`src/verilog/isa_defs.vh`:
```
// Purpose: constants for the two-wire slave address/ack/receive block
// Assumes: 100 MHz system clock
// Notes: mode codes are local choices
`ifndef ISA_DEFS_VH
`define ISA_DEFS_VH
`define ISA_MODE_7BIT 2'h0
`define ISA_MODE_10BIT 2'h1
`define ISA_MODE_7BIT_SP 2'h2
`define ISA_MODE_10BIT_SP 2'h3
`define ISA_MODE_TEN_BIT 0
`define ISA_MODE_SP_BIT 1
`define ISA_TEN_HIGH_PREFIX 5'h1E
`define ISA_ACK_BIT_COUNT 4'h8
`define ISA_BUF_DEPTH 2
`endif

```
`src/verilog/isa_sync.v`:
```
// Purpose: three-flop synchroniser with agreement filter
// Assumes: input from outside the sys_clk domain
// Notes: output changes only once stages two and three agree
`timescale 1ns/100ps
module isa_sync (
  input wire sys_clk,
  input wire reset,
  input wire async_in,
  output reg sync_out
);
  reg s1_q;
  reg s2_q;
  reg s3_q;
  always @(posedge sys_clk or posedge reset) begin
    if (reset) begin
      s1_q <= 1'b1;
      s2_q <= 1'b1;
      s3_q <= 1'b1;
      sync_out <= 1'b1;
    end else begin
      s1_q <= async_in;
      s2_q <= s1_q;
      s3_q <= s2_q;
      if (s2_q == s3_q) begin
        sync_out <= s3_q;
      end
    end
  end
endmodule

```
`src/verilog/isa_buf.v`:
```
// Purpose: two-entry byte buffer with valid/ready on both sides
// Assumes: same clock on both sides
// Notes: read data are a combinational mux of the entry at the read pointer
`timescale 1ns/100ps
`include "isa_defs.vh"
module isa_buf (
  input wire sys_clk,
  input wire reset,
  input wire [7:0] in_data,
  input wire in_valid,
  output wire in_ready,
  output reg [7:0] out_data,
  output wire out_valid,
  input wire out_ready
);
  reg [7:0] mem_q [0:1];
  reg wp_q;
  reg rp_q;
  reg [1:0] cnt_q;
  wire push = in_valid && in_ready;
  wire pop = out_valid && out_ready;
  assign in_ready = (cnt_q != 2'h2);
  assign out_valid = (cnt_q != 2'h0);
  always @(posedge sys_clk) begin
    if (push) begin
      mem_q[wp_q] <= in_data;
    end
  end
  always @* begin
    out_data = mem_q[rp_q];
  end
  always @(posedge sys_clk or posedge reset) begin
    if (reset) begin
      wp_q <= 1'b0;
      rp_q <= 1'b0;
      cnt_q <= 2'h0;
    end else begin
      if (push) begin
        wp_q <= ~wp_q;
      end
      if (pop) begin
        rp_q <= ~rp_q;
      end
      cnt_q <= cnt_q + {1'b0, push} - {1'b0, pop};
    end
  end
endmodule

```
`src/verilog/isa_slave.v`:
```
// Purpose: two-wire slave front end: address match, acknowledge, byte receive
// Assumes: an external master drives SCL; SDA/SCL are open-drain three-signal pins
// Notes: no slave transmit, master mode or collision logic
// Behaviour
// - start/stop irq enables add interrupts where missing
// - ninth pulse carries acknowledge, low means ack
// - sampled acknowledge stored in ack status
// - hold modes send software ack data bit
// - no hold modes: hardware acks automatically
// - full without overwrite enable, no buffer space, or overflow gives not-acknowledge
// - ack time flag after eighth fall, holds only
// - four modes, seven and ten bit
// - start/stop modes interrupt on every condition
// - first byte compared; match buffers and interrupts
// - mask register gates compared address bits
// - seven bit mode ignores address lsb
// - ten bit high byte is 11110 A9 A8 0
// - after high ack set update flag, hold SCL
// - low byte compared fully; always update and hold
// - ten bit read needs prior full write match
// - write match clears rw, buffers, acknowledges
// - interrupt per byte until software clears
// - stretch enable holds SCL until release
// - reading buffer clears full flag
// - start and stop status bits; stop idles
// - start/stop are SDA edges while SCL high
// - restart resets slave like a start
// - SDA sampled on SCL rising edge
`timescale 1ns/100ps
`include "isa_defs.vh"
module isa_slave (
  input wire sys_clk,
  input wire reset,
  input wire scl_in,
  output wire scl_out,
  output wire scl_oe,
  input wire sda_in,
  output wire sda_out,
  output wire sda_oe,
  input wire enable,
  input wire [1:0] mode_select_field,
  input wire [7:0] own_address_reg,
  input wire own_address_write,
  input wire [7:0] address_mask,
  input wire address_hold_enable,
  input wire data_hold_enable,
  input wire stretch_enable,
  input wire buffer_overwrite_enable,
  input wire start_irq_enable,
  input wire stop_irq_enable,
  input wire ack_data_bit,
  input wire clock_release_set,
  input wire irq_flag_clear,
  input wire overflow_clear,
  output wire [7:0] rx_data,
  output wire rx_valid,
  input wire rx_ready,
  output reg serial_irq_flag,
  output reg buffer_full_flag,
  output reg receive_overflow_flag,
  output reg ack_status_bit,
  output reg ack_time_flag,
  output reg update_address_flag,
  output reg start_flag,
  output reg stop_flag,
  output reg read_write_flag,
  output reg data_address_flag,
  output reg clock_release_bit
);
  // ------------------------------------------------------------
  // states
  // ------------------------------------------------------------
  localparam ST_IDLE = 5'h01;
  localparam ST_ADDR = 5'h02;
  localparam ST_LOW = 5'h04;
  localparam ST_DATA = 5'h08;
  localparam ST_ACK = 5'h10;

  // ------------------------------------------------------------
  // pin synchronisation and condition detection
  // ------------------------------------------------------------
  wire scl_s;
  wire sda_s;
  reg scl_q;
  reg sda_q;
  isa_sync u_scl (.sys_clk(sys_clk), .reset(reset), .async_in(scl_in), .sync_out(scl_s));
  isa_sync u_sda (.sys_clk(sys_clk), .reset(reset), .async_in(sda_in), .sync_out(sda_s));
  always @(posedge sys_clk or posedge reset) begin
    if (reset) begin
      scl_q <= 1'b1;
      sda_q <= 1'b1;
    end else begin
      scl_q <= scl_s;
      sda_q <= sda_s;
    end
  end
  wire scl_rise = scl_s && !scl_q;
  wire scl_fall = !scl_s && scl_q;
  wire start_det = enable && scl_s && scl_q && sda_q && !sda_s;
  wire stop_det = enable && scl_s && scl_q && !sda_q && sda_s;

  // ------------------------------------------------------------
  // address match helpers
  // ------------------------------------------------------------
  function match_bits;
    input [7:0] rx;
    input [7:0] ref_val;
    input [7:0] mask;
    input [7:0] care;
    begin
      match_bits = (((rx ^ ref_val) & mask & care) == 8'h00);
    end
  endfunction

  wire ten_mode = mode_select_field[`ISA_MODE_TEN_BIT];
  wire sp_mode = mode_select_field[`ISA_MODE_SP_BIT];
  wire hold_on = address_hold_enable || data_hold_enable;

  // ------------------------------------------------------------
  // byte engine
  // ------------------------------------------------------------
  reg [4:0] state_q;
  reg [3:0] bit_cnt_q;
  reg [7:0] shift_q;
  reg [7:0] cur_byte_q;
  reg ack_drive_q;
  reg scl_hold_q;
  reg ack_given_q;
  reg prior_match_q;
  reg high_pending_q;
  reg ua_kind_low_q;
  reg post_ack_hold_q;
  reg push_q;
  reg [7:0] push_data_q;
  wire buf_in_ready;
  wire [7:0] shift_next = {shift_q[6:0], sda_s};
  wire overflow_now = buffer_full_flag || receive_overflow_flag;

  isa_buf u_buf (
    .sys_clk(sys_clk),
    .reset(reset),
    .in_data(push_data_q),
    .in_valid(push_q),
    .in_ready(buf_in_ready),
    .out_data(rx_data),
    .out_valid(rx_valid),
    .out_ready(rx_ready)
  );

  wire pop = rx_valid && rx_ready;
  reg ack_decision;
  always @* begin
    ack_decision = 1'b0;
    if (hold_on) begin
      ack_decision = !ack_data_bit;
    end else begin
      ack_decision = 1'b1;
    end
    if (overflow_now && !buffer_overwrite_enable) begin
      ack_decision = 1'b0;
    end
    if (receive_overflow_flag) begin
      ack_decision = 1'b0;
    end
    if (!buf_in_ready) begin
      ack_decision = 1'b0;
    end
  end

  always @(posedge sys_clk or posedge reset) begin
    if (reset) begin
      state_q <= ST_IDLE;
      bit_cnt_q <= 4'h0;
      shift_q <= 8'h00;
      cur_byte_q <= 8'h00;
      ack_drive_q <= 1'b0;
      scl_hold_q <= 1'b0;
      ack_given_q <= 1'b0;
      prior_match_q <= 1'b0;
      high_pending_q <= 1'b0;
      ua_kind_low_q <= 1'b0;
      post_ack_hold_q <= 1'b0;
      push_q <= 1'b0;
      push_data_q <= 8'h00;
      serial_irq_flag <= 1'b0;
      buffer_full_flag <= 1'b0;
      receive_overflow_flag <= 1'b0;
      ack_status_bit <= 1'b0;
      ack_time_flag <= 1'b0;
      update_address_flag <= 1'b0;
      start_flag <= 1'b0;
      stop_flag <= 1'b0;
      read_write_flag <= 1'b0;
      data_address_flag <= 1'b0;
      clock_release_bit <= 1'b1;
    end else begin
      push_q <= 1'b0;
      // software clears first so that hardware sets below win
      if (irq_flag_clear) begin
        serial_irq_flag <= 1'b0;
      end
      if (overflow_clear) begin
        receive_overflow_flag <= 1'b0;
      end
      if (pop) begin
        buffer_full_flag <= (rx_valid && 1'b0);
      end
      if (clock_release_set) begin
        clock_release_bit <= 1'b1;
        if (!update_address_flag && !post_ack_hold_q) begin
          scl_hold_q <= 1'b0;
        end
      end
      if (own_address_write && update_address_flag) begin
        update_address_flag <= 1'b0;
        scl_hold_q <= 1'b0;
      end
      if (start_det) begin
        // restart takes the same path as start
        state_q <= ST_ADDR;
        bit_cnt_q <= 4'h0;
        ack_drive_q <= 1'b0;
        scl_hold_q <= 1'b0;
        start_flag <= 1'b1;
        stop_flag <= 1'b0;
        if (sp_mode || start_irq_enable) begin
          serial_irq_flag <= 1'b1;
        end
      end else if (stop_det) begin
        state_q <= ST_IDLE;
        stop_flag <= 1'b1;
        start_flag <= 1'b0;
        ack_drive_q <= 1'b0;
        scl_hold_q <= 1'b0;
        prior_match_q <= 1'b0;
        if (sp_mode || stop_irq_enable) begin
          serial_irq_flag <= 1'b1;
        end
      end else begin
        case (state_q)
          ST_IDLE: begin
            ack_drive_q <= 1'b0;
          end
          ST_ADDR, ST_LOW, ST_DATA: begin
            if (scl_rise) begin
              shift_q <= shift_next;
              bit_cnt_q <= bit_cnt_q + 4'h1;
            end
            if (scl_fall && bit_cnt_q == `ISA_ACK_BIT_COUNT) begin
              bit_cnt_q <= 4'h0;
              cur_byte_q <= shift_q;
              if (state_q == ST_ADDR && !ten_mode) begin
                if (match_bits(shift_q, own_address_reg, address_mask, 8'hFE)) begin
                  read_write_flag <= shift_q[0];
                  data_address_flag <= 1'b0;
                  ack_given_q <= ack_decision;
                  ack_drive_q <= ack_decision && !address_hold_enable;
                  state_q <= ST_ACK;
                end else begin
                  state_q <= ST_IDLE;
                end
              end else if (state_q == ST_ADDR) begin
                if (shift_q[7:3] == `ISA_TEN_HIGH_PREFIX &&
                    match_bits({shift_q[7:1], 1'b0},
                               {`ISA_TEN_HIGH_PREFIX, own_address_reg[2:1], 1'b0},
                               address_mask, 8'h06) &&
                    (!shift_q[0] || prior_match_q)) begin
                  read_write_flag <= shift_q[0];
                  high_pending_q <= !shift_q[0];
                  ack_given_q <= ack_decision;
                  ack_drive_q <= ack_decision && !address_hold_enable;
                  state_q <= ST_ACK;
                end else begin
                  prior_match_q <= 1'b0;
                  state_q <= ST_IDLE;
                end
              end else if (state_q == ST_LOW) begin
                // low byte always interrupts and holds
                serial_irq_flag <= 1'b1;
                update_address_flag <= 1'b1;
                scl_hold_q <= 1'b1;
                if (match_bits(shift_q, own_address_reg, address_mask, 8'hFF)) begin
                  prior_match_q <= 1'b1;
                  ack_given_q <= ack_decision;
                  ack_drive_q <= ack_decision && !address_hold_enable;
                  ua_kind_low_q <= 1'b1;
                  state_q <= ST_ACK;
                end else begin
                  ua_kind_low_q <= 1'b0;
                  state_q <= ST_IDLE;
                end
              end else begin
                data_address_flag <= 1'b1;
                ack_given_q <= ack_decision;
                ack_drive_q <= ack_decision && !data_hold_enable;
                state_q <= ST_ACK;
              end
              if (overflow_now && state_q != ST_IDLE) begin
                receive_overflow_flag <= buffer_full_flag;
              end
              if (hold_on && ((state_q == ST_DATA && data_hold_enable) ||
                  (state_q != ST_DATA && address_hold_enable))) begin
                ack_time_flag <= 1'b1;
                serial_irq_flag <= 1'b1;
                scl_hold_q <= 1'b1;
                clock_release_bit <= 1'b0;
                post_ack_hold_q <= 1'b1;
              end else begin
                post_ack_hold_q <= 1'b0;
              end
            end
          end
          ST_ACK: begin
            if (post_ack_hold_q && clock_release_set) begin
              // software decided the response; drive it now
              ack_given_q <= ack_decision;
              ack_drive_q <= ack_decision;
              post_ack_hold_q <= 1'b0;
            end else if (!post_ack_hold_q && !update_address_flag) begin
              // ack already stands, so SCL may rise now
              scl_hold_q <= 1'b0;
            end
            if (scl_rise) begin
              ack_status_bit <= sda_s;
            end
            if (scl_fall) begin
              ack_drive_q <= 1'b0;
              ack_time_flag <= 1'b0;
              if (ack_given_q) begin
                push_q <= 1'b1;
                push_data_q <= cur_byte_q;
                buffer_full_flag <= 1'b1;
                serial_irq_flag <= 1'b1;
                if (high_pending_q) begin
                  high_pending_q <= 1'b0;
                  update_address_flag <= 1'b1;
                  scl_hold_q <= 1'b1;
                  state_q <= ST_LOW;
                end else if (read_write_flag) begin
                  state_q <= ST_IDLE;
                  scl_hold_q <= 1'b1;
                  clock_release_bit <= 1'b0;
                end else begin
                  if (ua_kind_low_q) begin
                    ua_kind_low_q <= 1'b0;
                  end else if (stretch_enable) begin
                    scl_hold_q <= 1'b1;
                    clock_release_bit <= 1'b0;
                  end
                  state_q <= ST_DATA;
                end
              end else begin
                state_q <= ST_IDLE;
              end
            end
          end
          default: begin
            state_q <= ST_IDLE;
          end
        endcase
      end
    end
  end

  // ------------------------------------------------------------
  // open-drain pins: only ever pull low
  // ------------------------------------------------------------
  assign sda_out = 1'b0;
  assign sda_oe = ack_drive_q;
  assign scl_out = 1'b0;
  assign scl_oe = scl_hold_q && !scl_s;
endmodule

```
`config.mk`:
```
export PLATFORM = sky130hd
export DESIGN_NAME = isa_slave
export DESIGN_NICKNAME = d
export VERILOG_FILES = /design/src/verilog/isa_sync.v /design/src/verilog/isa_buf.v /design/src/verilog/isa_slave.v
export VERILOG_INCLUDE_DIRS = /design/src /design/src/verilog
export SDC_FILE = /design/constraint.sdc
export NUM_CORES = 1
export LEC_CHECK = 0
export BUFFER_PORTS_ARGS = -buffer_cell sky130_fd_sc_hd__buf_2
export CORE_MARGIN = 2
export CORE_UTILIZATION = 51
export CTS_CLUSTER_DIAMETER = 120
export DETAILED_ROUTE_END_ITERATION = 8
export PLACE_DENSITY = 0.71
export SKIP_LAST_GASP = 1
export SYNTH_ARGS = -nofsm -noshare
export SYNTH_HDL_FRONTEND = slang
export SYNTH_SLANG_ARGS = --single-unit
```
`constraint.sdc`:
```
create_clock -name sys_clk -period 2.9 [get_ports sys_clk]
set_input_delay 0.58 -clock sys_clk [delete_from_list [all_inputs] [get_ports sys_clk]]
set_output_delay 0.58 -clock sys_clk [all_outputs]
set_load 0.02 [all_outputs]
```
After elaboration in Yosys (flattened, before gate mapping)
Memory sizes are Yosys's and may differ from the RTL's.
Cells that the tools add are included.

word-level totals
  flip-flop bits (word level) = 66
  RAM bits = 16
  bits of input ports = 35
  output and inout bits = 24
  logic and storage cells = 325
  memories = 1

memories
  name         words  bits a word  rd ports  clocked after Yosys merged registers in  write ports  RTL line      text
  u_buf.mem_q  2      8            1         0                                        1            isa_buf.v:16  reg [7:0] mem_q [0:1];

operators by class
  add/sub/neg operators = 3
  eq/ne operators = 40
  mux-type cells = 162
  bitwise operators = 8
  reductions and logical operators = 74

operators by type and width
  operator                                       number
  2-to-1 mux 1 bit                               133
  2-to-1 mux 5 bit                               11
  inequality test 2 bit (second input constant)  16
  2-to-1 mux 4 bit                               7
  logical AND 1 bit                              25
  zero test 8 bit                                3
  AND reduction 7 bit                            3
  one-hot mux 1 bit (2 select lines)             9
  nonzero test 2 bit                             8
  inequality test 5 bit (second input constant)  3
  one-hot mux 5 bit (3 select lines)             1
  zero test 1 bit                                12
  inequality test 4 bit (second input constant)  3
  AND reduction 4 bit                            3
  AND reduction 6 bit                            2
  AND reduction 11 bit                           1
  equality test 5 bit (second input constant)    2
  AND reduction 5 bit                            2
  inequality test 3 bit (second input constant)  3
  AND reduction 9 bit                            1
  nonzero test 3 bit                             3
  bitwise AND 8 bit                              1
  AND reduction 8 bit                            1
  bitwise XOR 8 bit                              1
  other kinds (22)                               33

Logic depth before layout (Yosys ltp)
  depth after elaboration = 16
  gate-level depth with buffers = 9
  mapped depth without buffers = 8

Hierarchy
A second synthesis with hierarchy kept.

second synthesis, totals
  cell total of the unflattened synthesis = 366
  area total of the unflattened synthesis = 3773.6 µm²

modules (own cells, without submodules)
  module     instances  cells each  area an instance (µm²)
  isa_slave  1          311         2755.1
  isa_buf    1          43          778.2
  isa_sync   2          6           120.1

Least setup slack after synthesis
OpenSTA, ideal clock, no wires.

  kind = input -> register
  from = input port own_address_reg[6]
  to = register read_write_flag
  setup time = 0.125 ns
  arrival time = 1.888 ns
  path slack = 0.887 ns
  cell stages on the path = 5
  path buffers = 0
  cell sequence = xor2_1 > a222oi_1 > nand4b_1 > a211oi_1 > mux2_2

between the ends
  longest elaborated chain between the ends = 5

RTL lines
  what                                      RTL line         text
  start: declaration                        isa_slave.v:42   input wire [7:0] own_address_reg,
  bitwise XOR 8 bit                         isa_slave.v:111  match_bits = (((rx ^ ref_val) & mask & care) == 8'h00);
  bitwise AND 8 bit                         isa_slave.v:111
  zero test 8 bit                           isa_slave.v:111
  inequality test 2 x 1 -> 1 bit (no line)  -
  AND reduction 7 bit (no line)             -
  end signal: assignment                    isa_slave.v:254  read_write_flag <= shift_q[0];
  end signal: assignment                    isa_slave.v:268  read_write_flag <= shift_q[0];
  end: declaration                          isa_slave.v:66   output reg read_write_flag,

No other way between the ends.
A chain may end at the register's enable or synchronous reset.

Worst setup path after layout
  from = register state_q[1]
  to = register high_pending_q

between the ends
  longest elaborated chain between the ends = 4
  elaborated cells on any way between the ends = 15

RTL lines
  what                                                                   RTL line                                           text
  start: declaration                                                     isa_slave.v:122                                    reg [4:0] state_q;
  start signal: assignment                                               isa_slave.v:172                                    state_q <= ST_IDLE;
  start signal: assignment                                               isa_slave.v:220                                    state_q <= ST_ADDR;
  start signal: assignment                                               isa_slave.v:230                                    state_q <= ST_IDLE;
  equality test 5 x 2 -> 1 bit, or another cell as far along             isa_slave.v:240, isa_slave.v:252, isa_slave.v:262
  OR reduction 3 bit or logical AND 1 bit (tied branches)                isa_slave.v:240, isa_slave.v:252
  inequality test 2 bit (no line) or nonzero test 2 bit (tied branches)  -
  AND reduction 9 bit (no line)                                          -
  end signal: assignment                                                 isa_slave.v:269                                    high_pending_q <= !shift_q[0];
  end: declaration                                                       isa_slave.v:130                                    reg high_pending_q;

Parallel ways exist; a longest one is shown, timed or not.

==> impl_metrics.env <==
export IMPL_status="finished, final reports clean"
export IMPL_tightestPinTransition_ps=653
export IMPL_fraction_of_registers_with_async_set_reset_pct=80.5
export IMPL_post_synth_xor_area_fraction_pct=3.20
export IMPL_report_final_hold_viol_count=0
export IMPL_synth_adder_area_share_pct=1.83
export IMPL_layout_nets=434
export IMPL_antenna_diode_count=0
export IMPL_ioPinCount=59
export IMPL_hpwlAfterDp_mm=5.83
export IMPL_final_design_area_no_fill_um2=4390
export IMPL_yosys_warnings=0
export IMPL_cp_start_kind="flop"
export IMPL_timing_final_crit_period_ps=2250
export IMPL_synth_compound_gate_area_share_pct=10.2
export IMPL_post_cts_resize_count=0
export IMPL_quantity_of_hold_fixing_buffers_added_after_cts=0
export IMPL_timing_slew_headroom_pct=56.3
export IMPL_post_route_period_util_pct=77.7
export IMPL_global_route_wire_length_before_repair_mm=12.8
export IMPL_tritoncts="done"
export IMPL_routabilityCongestion=0.871
export IMPL_tritoncts_num_buffers=9
export IMPL_clock_sink_count=82
export IMPL_worst_path_maximum_fanout=12
export IMPL_final_max_slew_viol_count=0
export IMPL_layout_filler_cells=644
export IMPL_drtIter0Drc=168
export IMPL_vias_per_cell=5.37
export IMPL_route_detailed_wl_per_inst_um=15.4
export IMPL_post_synth_most_frequent_cells="54 x sky130_fd_sc_hd__dfrtp_1, 50 x sky130_fd_sc_hd__nand2_1, 28 x sky130_fd_sc_hd__mux2_2, 16 x sky130_fd_sc_hd__edfxtp_1, 16 x sky130_fd_sc_hd__o21ai_0"
export IMPL_worst_ir_drop_vdd_mv=0.347
export IMPL_clkTransAtPathRegs_ps=90
export IMPL_cts_root_to_sink_buffers=2
export IMPL_rsz0062_at_grt="false"
export IMPL_drtAntennaViolNets=0
export IMPL_area_growth_pct=14.5
export IMPL_die_h_um=90.7
export IMPL_clk_insertion_delay_late_ps=360
export IMPL_die_area_um2=8230
export IMPL_worst_setup_path_type="reg2reg"
export IMPL_max_cap_violations=0
export IMPL_postSynth_topFlopCell="sky130_fd_sc_hd__dfrtp_1"
export IMPL_core_um2=7250
export IMPL_route_vias_total=2679
export IMPL_cts_root_buf="sky130_fd_sc_hd__clkbuf_8"
export IMPL_timing_critical_path_required_ps=3150
export IMPL_postCtsSetupRepairBufs=0
export IMPL_grt_start_max_net_pins=27
export IMPL_critPathCaptureType="flop"
export IMPL_port_buffers=56
export IMPL_top_cells_by_area_in_the_synthesized_netlist="sky130_fd_sc_hd__dfrtp_1 35%, sky130_fd_sc_hd__edfxtp_1 13%, sky130_fd_sc_hd__dfstp_2 8.2%"
export IMPL_final_layout_size_suffix_gt1_share_pct=33.0
export IMPL_ys_seq_area_share_pct=56.0
export IMPL_drc_errors=0
export IMPL_netlist_instances=333
export IMPL_synth_area_leader_cell="sky130_fd_sc_hd__dfrtp_1"
export IMPL_detail_route_wirelength_mm=7.69
export IMPL_total_negative_setup_slacks_ps=0
export IMPL_initial_utilization_pct=52.9
export IMPL_synth_area_per_cell_um2=11.5
export IMPL_report_final_setup_viol=0
export IMPL_post_synth_and_or_nand_nor_area_fraction_pct=16.5
export IMPL_cp_arrival_ps=2500
export IMPL_synthMuxAreaShare_pct=8.74
export IMPL_synth_top_family_by_area="simple AND/OR/NAND/NOR gates"
export IMPL_cts_max_level=3
export IMPL_yosys_register_bits=82
export IMPL_placed_area_um2=4210
export IMPL_power_per_cell_area_nw_per_um2=600
export IMPL_fin_worst_skew_ps=11.2
export IMPL_placementRows=31
export IMPL_synth_top_cell_area_share_pct=35.2
export IMPL_p_leak_nw=1.99
export IMPL_grt_overflow=0
export IMPL_drt_first_pass_iters=4
export IMPL_die_x_um=90.7
export IMPL_first_global_vias=2560
export IMPL_synth_cell_area_um2=3840
export IMPL_most_common_cell_in_the_synthesized_netlist="sky130_fd_sc_hd__dfrtp_1"
export IMPL_timing_fmax_mhz=444
export IMPL_antenna_found_initial=0
export IMPL_track_usage_pct=19.8
export IMPL_worst_hold_path_type="in2async"
export IMPL_synth_edf_count=16
export IMPL_ys_types=66
==> report_power, final <==
part | total, mW | switching (mW) | internal [mW]
Combinational | 0.486 | 0.275 | 0.211
Clock | 0.768 | 0.427 | 0.341
Sequential | 1.38 | 0.112 | 1.27
Total | 2.64 | 0.814 | 1.82
==> worst paths after layout <==
path                       startpoint           endpoint  slack [ps]  cells past startpoint
max in group asynchronous       reset  clock_release_bit        1960                      3
min reg2reg                u_scl.s1_q         u_scl.s2_q         360                      0
max reg2reg                state_q[1]     high_pending_q         650                      6
min in group sys_clk           sda_in         u_sda.s1_q         310                      1
min                             reset         shift_q[3]         200                      2
max                        state_q[1]     high_pending_q         650                      6
==> cell usage in the layout, fill, tap and decap left out, drive strengths merged, types with 6 or more instances in the layout <==
cell type | netlist | routed
edfxtp | 16 | 16
a21oi | 7 | 7
nand2 | 51 | 51
o21ai | 20 | 20
nor2b | 9 | 9
buf | 9 | 61
dfstp | 12 | 12
clkbuf | 2 | 10
mux2 | 28 | 28
dfrtp | 54 | 54
inv | 15 | 17
xor2 | 8 | 8
nor2 | 13 | 13
xnor2 | 6 | 6
nand3 | 13 | 13
==> state kept, by name (all words and copies together), names as in the netlist, 2 cells and up <==
name         flops
state_q          5
u_buf.mem_q     16
bit_cnt_q        4
u_buf.cnt_q      2
push_data_q      8
cur_byte_q       8
shift_q          8
==> worst max-delay path, cell delays in order, from the launching register on <==
cell                      delay, ps
sky130_fd_sc_hd__dfrtp_1        520
sky130_fd_sc_hd__or3b_1         440
sky130_fd_sc_hd__o21ai_2        150
sky130_fd_sc_hd__nand3_2        270
sky130_fd_sc_hd__a21oi_1        260
sky130_fd_sc_hd__nor2b_1        160
sky130_fd_sc_hd__mux2_2         330
==> through the flow <==
stage | hold slack, ps | setup WS [ps] | instances | util, % | power, mW
after floorplan | 345 | 685 | 334 | - | 1.75
after global placement | 349 | 596 | 483 | 58.0 | 1.88
after detailed placement | 349 | 523 | 483 | 58.0 | 1.90
after global routing | 212 | 469 | 499 | 60.6 | 2.78
final | 203 | 647 | 499 | 60.6 | 2.64
after CTS | 205 | 626 | 499 | 60.6 | 2.67
==> per-layer routing <==
metal  vias to the layer above  wire, um  part of all wire (%)  global-route usage [%]
li1                       1305         -                     -                       -
met1                      1289      3580                    47                    27.7
met2                        73      3580                    47                    30.7
met3                        12       391                   5.1                    4.59
met4                         0       134                   1.7                    6.92
met5                         -         0                     0                       0
==> cells by family (layout without fill, tap and decap cells) <==
logic type,after synthesis,count (layout)
simple gates,119,119
flops,82,82
compound gates,54,54
mux,30,30
buf+inv,27,93
xor+xnor,14,14
fa+ha+maj,6,6
other cells,1,2
==> layout make-up <==
| cell class | instances | area, um^2 | share of cell area (%) |
|---|---|---|---|
| multi-input cells | 225 | 1560 | 35.5 |
| clock inverters | 6 | 47.5 | 1.08 |
| repair buffers | 61 | 318 | 7.23 |
| flip-flops and latches | 82 | 2150 | 48.9 |
| clock buffers | 10 | 138 | 3.13 |
| well taps | 99 | 124 | 2.82 |
| inverters | 16 | 60.1 | 1.37 |
Power figures use the tool's default switching activity.
